## config.mk

```make
export PLATFORM = sky130hd
export DESIGN_NAME = seiu_event_unit
export DESIGN_NICKNAME = d
export VERILOG_FILES = /design/src/hw/seiu_pkg.sv /design/src/hw/seiu_event_cell.sv /design/src/hw/seiu_event_unit.sv
export SDC_FILE = /design/constraint.sdc
export NUM_CORES = 1
export LEC_CHECK = 0
export BUFFER_PORTS_ARGS = -buffer_cell sky130_fd_sc_hd__buf_2
export CORE_ASPECT_RATIO = 1.75
export CORE_MARGIN = 4
export CORE_UTILIZATION = 35
export CTS_CLUSTER_DIAMETER = 200
export CTS_CLUSTER_SIZE = 14
export DETAILED_ROUTE_END_ITERATION = 10
export MAX_ROUTING_LAYER = met4
export PLACE_DENSITY_LB_ADDON = 0.08
export SKIP_CTS_REPAIR_TIMING = 1
export SYNTH_ARGS = -nofsm -noshare
export SYNTH_HDL_FRONTEND = slang
export SYNTH_SLANG_ARGS = --single-unit
```

## constraint.sdc

```tcl
create_clock -name clk -period 43.7 [get_ports clk]
set_input_delay 4.37 -clock clk [delete_from_list [all_inputs] [get_ports clk]]
set_output_delay 4.37 -clock clk [all_outputs]
set_load 0.02 [all_outputs]
```

## src/hw/seiu_pkg.sv

```systemverilog
package seiu_pkg;

    // ------------------------------------------------------------------
    // widths
    // ------------------------------------------------------------------
    localparam int SEIU_DATA_W       = 32;
    localparam int SEIU_ADDR_W       = 7;
    localparam int SEIU_SPI_STATUS_W = 8;
    localparam int SEIU_VEL_W        = 2;

    // ------------------------------------------------------------------
    // register offsets
    // ------------------------------------------------------------------
    localparam logic [SEIU_ADDR_W-1:0] SEIU_ADDR_GEN_CFG = 7'h00;
    localparam logic [SEIU_ADDR_W-1:0] SEIU_ADDR_SPI_SEL = 7'h0b;
    localparam logic [SEIU_ADDR_W-1:0] SEIU_ADDR_EXEMPT  = 7'h0c;
    localparam logic [SEIU_ADDR_W-1:0] SEIU_ADDR_INTR_MK = 7'h0d;
    localparam logic [SEIU_ADDR_W-1:0] SEIU_ADDR_EVENTS  = 7'h0e;
    localparam logic [SEIU_ADDR_W-1:0] SEIU_ADDR_FLAGS   = 7'h0f;

    // ------------------------------------------------------------------
    // fields and reset values
    // ------------------------------------------------------------------
    localparam int                     SEIU_CFG_INTR_POL_BIT = 29;
    localparam logic [SEIU_DATA_W-1:0] SEIU_REG_RST          = 32'h0000_0000;
    localparam logic                   SEIU_INTR_IDLE_RST    = 1'h1;

    // ------------------------------------------------------------------
    // event map
    // ------------------------------------------------------------------
    localparam int SEIU_VEL_LSB      = 0;  // velocity state flag position
    localparam int SEIU_EV_VEL_LSB   = 0;  // three velocity code events
    localparam int SEIU_NUM_VEL_EV   = 3;
    localparam int SEIU_FLAG_LSB     = 2;  // first flag with a change event
    localparam int SEIU_EV_FLAG_LSB  = 3;
    localparam int SEIU_NUM_FLAG_EV  = 21;
    localparam int SEIU_EV_PULSE_LSB = 24; // events without a status flag
    localparam int SEIU_NUM_PULSE    = 8;

    localparam logic [SEIU_VEL_W-1:0] SEIU_VEL_CODE_0 = 2'h0;
    localparam logic [SEIU_VEL_W-1:0] SEIU_VEL_CODE_1 = 2'h1;
    localparam logic [SEIU_VEL_W-1:0] SEIU_VEL_CODE_2 = 2'h2;

endpackage

```

## src/hw/seiu_event_cell.sv

```systemverilog
`timescale 1ns/100ps
module seiu_event_cell (
    input  wire logic clk,
    input  wire logic nrst,
    input  wire logic ce,
    input  wire logic setEv,
    input  wire logic clrEv,
    output logic      evOut
);
    import seiu_pkg::*;

    typedef struct packed {
        logic ev;
    } seiu_cell_s;

    seiu_cell_s state_r;
    seiu_cell_s state_nxt;

    // sticky bit: set beats clear so a same-cycle event survives
    always_comb begin
        state_nxt = state_r;
        if (ce) begin
            if (setEv) begin
                state_nxt.ev = 1'b1;
            end else if (clrEv) begin
                state_nxt.ev = 1'b0;
            end
        end
    end

    // state register
    always_ff @(posedge clk or negedge nrst) begin
        if (!nrst) begin
            state_r <= '0;
        end else begin
            state_r <= state_nxt;
        end
    end

    assign evOut = state_r.ev;

endmodule // seiu_event_cell

```

## src/hw/seiu_event_unit.sv

```systemverilog
`timescale 1ns/100ps
module seiu_event_unit #(
    parameter int SPI_STATUS_W = seiu_pkg::SEIU_SPI_STATUS_W
) (
    input  wire logic                                 clk,
    input  wire logic                                 nrst,
    input  wire logic                                 ce,
    input  wire logic [seiu_pkg::SEIU_DATA_W-1:0]     statusFlags,
    input  wire logic [seiu_pkg::SEIU_NUM_PULSE-1:0]  eventPulse,
    input  wire logic [seiu_pkg::SEIU_ADDR_W-1:0]     regAddr,
    input  wire logic                                 regWrEn,
    input  wire logic [seiu_pkg::SEIU_DATA_W-1:0]     regWrData,
    input  wire logic                                 regRdEn,
    output logic      [seiu_pkg::SEIU_DATA_W-1:0]     regRdData,
    output logic      [SPI_STATUS_W-1:0]              spiStatus,
    output logic                                      intrOut
);
    import seiu_pkg::*;

    // ------------------------------------------------------------------
    // state
    // ------------------------------------------------------------------
    typedef struct packed {
        logic [SEIU_DATA_W-1:0]  genCfg;
        logic [SEIU_DATA_W-1:0]  spiSel;
        logic [SEIU_DATA_W-1:0]  clrExempt;
        logic [SEIU_DATA_W-1:0]  intrMask;
        logic [SEIU_DATA_W-1:0]  prevFlags;
        logic [SEIU_DATA_W-1:0]  rdData;
        logic [SPI_STATUS_W-1:0] spiStatus;
        logic                    primed;
        logic                    intrOut;
    } seiu_state_s;

    seiu_state_s state_r;
    seiu_state_s state_nxt;

    logic [SEIU_DATA_W-1:0] evVec;    // sticky events from the cells
    logic [SEIU_DATA_W-1:0] setVec;   // events raised this cycle
    logic [SEIU_DATA_W-1:0] clrVec;   // events cleared this cycle
    logic [SEIU_DATA_W-1:0] flagDiff;
    logic [SEIU_VEL_W-1:0]  velNow;
    logic [SEIU_VEL_W-1:0]  velPrev;
    logic                   rdEvents;
    logic                   wrEvents;
    logic                   intrAct;

    // ------------------------------------------------------------------
    // status byte selection
    // ------------------------------------------------------------------
    // walk upward from index 0 and fill slots in order until all are used
    function automatic logic [SPI_STATUS_W-1:0] pickStatus(
        input logic [SEIU_DATA_W-1:0] ev,
        input logic [SEIU_DATA_W-1:0] sel
    );
        logic [SPI_STATUS_W-1:0] res;
        int                      slot;
        res  = '0;
        slot = 0;
        for (int i = 0; i < SEIU_DATA_W; i++) begin
            if (sel[i] && (slot < SPI_STATUS_W)) begin
                res[slot] = ev[i];
                slot++;
            end
        end
        return res;
    endfunction

    // ------------------------------------------------------------------
    // event sources
    // ------------------------------------------------------------------
    // until the first enabled cycle the previous flags are unknown, so
    // change detection is held off to avoid spurious events after reset
    always_comb begin
        velNow   = statusFlags[SEIU_VEL_LSB +: SEIU_VEL_W];
        velPrev  = state_r.prevFlags[SEIU_VEL_LSB +: SEIU_VEL_W];
        flagDiff = statusFlags ^ state_r.prevFlags;
        setVec   = '0;
        setVec[SEIU_EV_VEL_LSB + 0] = state_r.primed && (velNow == SEIU_VEL_CODE_0)
                                      && (velPrev != SEIU_VEL_CODE_0);
        setVec[SEIU_EV_VEL_LSB + 1] = state_r.primed && (velNow == SEIU_VEL_CODE_1)
                                      && (velPrev != SEIU_VEL_CODE_1);
        setVec[SEIU_EV_VEL_LSB + 2] = state_r.primed && (velNow == SEIU_VEL_CODE_2)
                                      && (velPrev != SEIU_VEL_CODE_2);
        if (state_r.primed) begin
            setVec[SEIU_EV_FLAG_LSB +: SEIU_NUM_FLAG_EV] =
                flagDiff[SEIU_FLAG_LSB +: SEIU_NUM_FLAG_EV];
        end
        setVec[SEIU_EV_PULSE_LSB +: SEIU_NUM_PULSE] = eventPulse;
    end

    // ------------------------------------------------------------------
    // clearing paths
    // ------------------------------------------------------------------
    // read clears only what it returns; a new event in the same cycle wins
    // in the cell, so nothing raised during the read is dropped
    always_comb begin
        rdEvents = ce && regRdEn && (regAddr == SEIU_ADDR_EVENTS);
        wrEvents = ce && regWrEn && (regAddr == SEIU_ADDR_EVENTS);
        clrVec   = '0;
        if (rdEvents) begin
            clrVec = evVec & ~state_r.clrExempt;
        end
        if (wrEvents) begin
            clrVec = clrVec | regWrData;
        end
    end

    // ------------------------------------------------------------------
    // event latches
    // ------------------------------------------------------------------
    // one sticky cell per event bit
    for (genvar g = 0; g < SEIU_DATA_W; g++) begin : gEvent
        seiu_event_cell uCell (
            .clk   (clk),
            .nrst  (nrst),
            .ce    (ce),
            .setEv (setVec[g]),
            .clrEv (clrVec[g]),
            .evOut (evVec[g])
        );
    end

    // ------------------------------------------------------------------
    // next state
    // ------------------------------------------------------------------
    always_comb begin
        state_nxt = state_r;
        intrAct   = |(evVec & state_r.intrMask);
        if (ce) begin
            state_nxt.primed    = 1'b1;
            state_nxt.prevFlags = statusFlags;
            state_nxt.spiStatus = pickStatus(evVec, state_r.spiSel);
            // polarity bit low gives the idle-high, active-low pin
            state_nxt.intrOut   = state_r.genCfg[SEIU_CFG_INTR_POL_BIT] ? intrAct
                                                                        : ~intrAct;
            if (regWrEn) begin
                case (regAddr)
                    SEIU_ADDR_GEN_CFG: state_nxt.genCfg    = regWrData;
                    SEIU_ADDR_SPI_SEL: state_nxt.spiSel    = regWrData;
                    SEIU_ADDR_EXEMPT:  state_nxt.clrExempt = regWrData;
                    SEIU_ADDR_INTR_MK: state_nxt.intrMask  = regWrData;
                    default:           state_nxt.genCfg    = state_r.genCfg;
                endcase
            end
            if (regRdEn) begin
                case (regAddr)
                    SEIU_ADDR_GEN_CFG: state_nxt.rdData = state_r.genCfg;
                    SEIU_ADDR_SPI_SEL: state_nxt.rdData = state_r.spiSel;
                    SEIU_ADDR_EXEMPT:  state_nxt.rdData = state_r.clrExempt;
                    SEIU_ADDR_INTR_MK: state_nxt.rdData = state_r.intrMask;
                    SEIU_ADDR_EVENTS:  state_nxt.rdData = evVec;
                    SEIU_ADDR_FLAGS:   state_nxt.rdData = statusFlags;
                    default:           state_nxt.rdData = SEIU_REG_RST;
                endcase
            end
        end
    end

    // ------------------------------------------------------------------
    // state register
    // ------------------------------------------------------------------
    always_ff @(posedge clk or negedge nrst) begin
        if (!nrst) begin
            state_r         <= '0;
            state_r.intrOut <= SEIU_INTR_IDLE_RST;
        end else begin
            state_r <= state_nxt;
        end
    end

    // outputs straight from flops
    assign regRdData = state_r.rdData;
    assign spiStatus = state_r.spiStatus;
    assign intrOut   = state_r.intrOut;
endmodule // seiu_event_unit

```

# == Word-level counts from Yosys, hierarchy flattened ==
# Index checks and enable logic that the tools add are counted.
# Widths: inputs -> output; s select.
# word_totals
ff_bits,225
output_inout_bits,41
# op_classes
add_sub_neg,30
order_cmp,93
eq_ne,9
muxes,287
bitwise,6
n_reduce_logical,145
# op_table
cell,n
$mux 32,63
$lt 32x5->1 const B,62
$ge 32x1->1 const B,31
$add 32x2->32 const B,30
$mux 8,61
$bwmux 8,31
$pmux 32 s6,1
$mux 1,99
$demux 1 s3,31
$logic_and 1x1->1,72
$reduce_and 2->1,33
$reduce_bool 2->1,33
$and 32x32->32,2
$eq 7x4->1 const B,5
$not 32->32,1
$or 32x32->32,1
$reduce_or 32->1,1
$xor 23x23->23,1
$mux 21,1
$reduce_and 3->1,4
$logic_not 7->1,1
$eq 2x1->1 const B,1
$eq 2x2->1 const B,1
$logic_not 2->1,1
other kinds (3),3

# == Longest topological paths before layout ==
# depth
word_depth,128
ltp_mapped,91

# == Cells and area by module ==
# From an unflattened synthesis, not the netlist that was laid out.
# unflattened
hier_cells,2326
area_unflattened_um2,20528.4
# by_module_without_submodules
module,n_inst,cells_per_inst,area_per_inst_um2
seiu_event_unit,1,2230,19327.3
seiu_event_cell,32,3,37.5

# == Worst setup path after synthesis ==
# Ideal clock, no wire load.
# synth_timing
path_type,register -> register
startpoint,reg state_r[140] in the netlist's numbering
endpoint,reg state_r (netlist bit spiStatus[0])
setup_ns,0.121
arrival_time_ns,20.612
required_time_ns,43.579
path_slack_ns,22.967
stages_incl_launch_ff,86
n_path_buf,4
cell_sequence,dfrtp_1 buf_2 inv_1 fa_1 buf_6 inv_1 ha_1 nand2b_1 o31ai_4 inv_1 ha_1 o211ai_2 o21ai_2 ha_1 and3b_1 nor2_1 ha_1 a32o_1 [50 not listed] inv_2 ha_1 mux2i_4 inv_2 ha_1 mux2i_1 buf_2 inv_1 ha_1 o221ai_2 inv_2 buf_2 ha_1 xnor3_1 nor3b_1 o211ai_1 o221a_1 o22a_1
# synth_between
elab_chain_len,121
# synth_lines
element,line_no,text
start: declaration,seiu_event_unit.sv:35,seiu_state_s state_r;
start signal: assignment,seiu_event_unit.sv:168,state_r <= state_nxt;
$logic_and 1x1->1 *,seiu_event_unit.sv:61,if (sel[i] && (slot < SPI_STATUS_W)) begin
$mux 32,seiu_event_unit.sv:61,
$mux 32,seiu_event_unit.sv:130,if (ce) begin
$lt 32x5->1,"seiu_event_unit.sv:61, seiu_event_unit.sv:62",
$logic_and 1x1->1,seiu_event_unit.sv:61,
$mux 32,seiu_event_unit.sv:61,
$mux 32,seiu_event_unit.sv:130,
$lt 32x5->1,"seiu_event_unit.sv:61, seiu_event_unit.sv:62",
[105 not listed],--,
$mux 32,seiu_event_unit.sv:61,
$mux 32,seiu_event_unit.sv:130,
$ge 32x1->1 (implied by the code) or $lt 32x5->1 (tied branches),"seiu_event_unit.sv:62, seiu_event_unit.sv:61",
$logic_and 1x1->1 (implied by the code),seiu_event_unit.sv:62,res[slot] = ev[i];
$mux 1 (implied by the code),seiu_event_unit.sv:62,
$demux 1 s3,seiu_event_unit.sv:62,
$bwmux 8,seiu_event_unit.sv:62,
$mux 8 *,seiu_event_unit.sv:61,
# Mark *: on every way between the ends. The rest lies on a longest branch, timed or not. The select of a mux whose other input is x is not followed.
# A chain may end at the register's enable or synchronous reset.

# == Worst setup path in the final report ==
# Same ends and word-level chain as after synthesis.

==> results.yml <==
clocking:
  cts_tree: "done"
  cts_buffer_depth: 3
  htree_levels: 1
  clkLatencyLatePin_ps: 520
  cts_num_sinks: 225
  clockRootBuffer: "clkbuf_16"
  cts_made_buffers: 20
  clkTransAtPathRegs_ps: 80
sta:
  finalCritPeriodShare_pct: 54.39
  slew_viol_final: 0
  tightest_slew_ps: 1063
  fin_tns_setup_ps: 0
  slew_headroom_pct: 28.86
  rsz0062_at_grt: "false"
  finalHoldViolations: 0
  clock_skew_ps: 25.66
  max_freq_mhz: 42.07
  finalSetupViolCount: 0
  period_needed_ps: 23770
logic_synthesis:
  syn_nets: 2325
  synth_edf_count: 0
  synth_warnings: 0
  syn_inst: 2209
  async_flop_share_pct: 100.0
  yosys.area.top_type: "dfrtp_1"
  synth_flop_cell: "dfrtp_1"
  netlist_top_cells_area: "dfrtp_1 28%, mux2_2 10%, nand2_1 4.1%"
  ys_types: 145
  yosys.area.top_type_share_pct: 28.34
  yosys_register_bits: 225
  syn_avg_cell_area_um2: 8.953
  yosysSeqAreaShare_pct: 28.48
  syn-cell-area_um2: 19780
routing:
  vias: 17420
  drt_pass1_iterations: 5
  first_iter_violations: 1020
  vias_per_cell: 5.996
  wl_per_cell_um: 25.29
  routed_wl_um: 73500
  drcViolationCount: 0
  ant_nets: 0
die:
  core-area_um2: 56120
  dieHeight_um: 322.5
  num_rows: 115
  floorplan.initialDensity_pct: 35.24
  ios: 125
  die-area_um2: 60520
  dieWidth_um: 187.7
outcome:
  status: "complete, no violations"
global_route:
  grt-ovfl-total: 0
  antenna_found_initial: 3
  grt_max_degree: 88
  grt_pass1_wl_um: 111700
  grt_pass1_vias: 18040
  grt_usage_pct: 24.22
hold_path:
  whs_endpoint: "intrOut"
  hold_path_class: "flip-flop to flip-flop"
  holdPathStages: 2
  worst_hold_startpoint: "intrOut"
setup_path:
  path_class: "flip-flop to flip-flop"
  reg2reg_slack_ps: 19930
  cpMaxStageDelayCell: "fa_1"
  rr_startpoint: "state_r[140]"
  path_max_fanout: 16
  cp-end-kind: "flip-flop"
  arrival_ps: 24180
  crit_top_cell: "ha_1"
  r2r.worst_path.cells: 77
  start_kind: "flip-flop"
  cp_top_family: "adder cells"
  max_stage_delay_ps: 850
  worst-path-buf-inv: 10
  required_ps: 44110
  crit_cells: 77
  timing.rr.end: "spiStatus[0]"
layout:
  layout.nets: 2308
  area_growth_pct: 6.864
  layout_commonest_cell: "dfrtp_1"
  final_cell_mix: "224 x dfrtp_1, 216 x nand2_1, 193 x nor2_1, 175 x mux2_2, 123 x buf_2"
  drive_gt1_share_pct: 22.85
  fillers: 5791
place:
  io_buffers: 124
  gp_congestion: 0.9398
  dpl.hpwl_um: 55310
job:
  max_cap_violations: 0
-- metrics by stage --
| step | hold WS, ps | worst slack (ps) | std cells | area, um2 | utilization [%] |
|---|---|---|---|---|---|
| 6_report | 492.9 | 19930 | 2906 | 21130 | 37.66 |
| 5_1_grt | 498.7 | 18360 | 2906 | 21130 | 37.66 |
| 4_1_cts | 490.1 | 20190 | 2903 | 21130 | 37.65 |
| 3_5_place_dp | 472.2 | 20300 | 2872 | 20550 | 36.62 |
| 3_3_place_gp | 459.7 | 20890 | 2872 | 20550 | 36.62 |
| 2_1_floorplan | 439.4 | 22970 | 2209 | 19780 | - |
-- cells by family after synthesis --
group	share of synthesized area, %
AO/OA/AOI/OAI	23.33
adder cells (fa/ha/maj)	2.063
XOR/XNOR	6.441
multiplexers	14.20
buffers and inverters	5.903
flip-flops	28.48
AND/OR/NAND/NOR	19.59
-- worst min-delay path, stage by stage, from the launching register on --
cell and delay, ps:
dfstp_2 370, nor2_1 70, a21oi_1 50
-- flip-flops by register name (all words and copies together), names as in the netlist --
name                count
spiStatus               8
intrOut                 1
gEvent.uCell.evOut     32
regRdData              32
state_r               152
-- layer usage --
| layer | track usage (%) | share of wire (%) | vias up |
|---|---|---|---|
| li1 | - | - | 8198 |
| met1 | 27.61 | 40 | 8673 |
| met2 | 45.25 | 54 | 440 |
| met3 | 1.537 | 2.8 | 112 |
| met4 | 7.672 | 3.5 | 0 |
| met5 | - | 0 | - |
-- cell usage after synthesis (8+ instances only) --
library cell and number:
a211oi_1 13, a21o_1 15, a21oi_1 62, a221oi_1 8, a22oi_1 105, a31o_2 9
a31oi_1 15, a41oi_1 39, and2_1 24, and3_1 29, and4_1 9, buf_1 10
buf_2 16, buf_4 45, clkbuf_1 103, dfrtp_1 224, ha_1 31, inv_1 51
inv_2 8, mux2_2 175, mux2i_1 62, nand2_1 216, nand2b_1 16, nand3_1 84
nand4_1 24, nor2_1 197, nor2b_1 12, nor3_1 58, nor4_1 13, o2111ai_1 10
o211ai_1 40, o21ai_0 104, o21ai_1 11, o221ai_1 10, o31ai_1 9, or2_2 12
or3_1 23, xnor2_1 50, xnor3_1 12, xor2_1 9
-- how the worst max path moves through the flow --
stage	startpoint	to	slack [ps]
3_5_place_dp	state_r[140]	spiStatus[0]	20300
4_1_cts	state_r[140]	spiStatus[0]	20190
5_1_grt	state_r[140]	spiStatus[2]	18360
6_report	state_r[140]	spiStatus[0]	19930
2_1_floorplan	state_r[140]	spiStatus[0]	22970
3_3_place_gp	state_r[140]	spiStatus[0]	20890
-- layout make-up --
| type | count | area (um2) | area share (%) |
|---|---|---|---|
| Multi-Input combinational cell | 1740 | 13030 | 61.65 |
| Sequential cell | 225 | 5632 | 26.65 |
| Tap cell | 702 | 878.3 | 4.156 |
| Timing Repair Buffer | 142 | 765.7 | 3.623 |
| Clock buffer | 30 | 559.3 | 2.646 |
| Inverter | 63 | 246.5 | 1.166 |
| Clock inverter | 1 | 16.27 | 0.07696 |
| Antenna cell | 3 | 7.507 | 0.03552 |
Power is left out: the tool's default activity adds up to more than one toggle a clock period on the data nets, which glitch-free logic cannot reach.
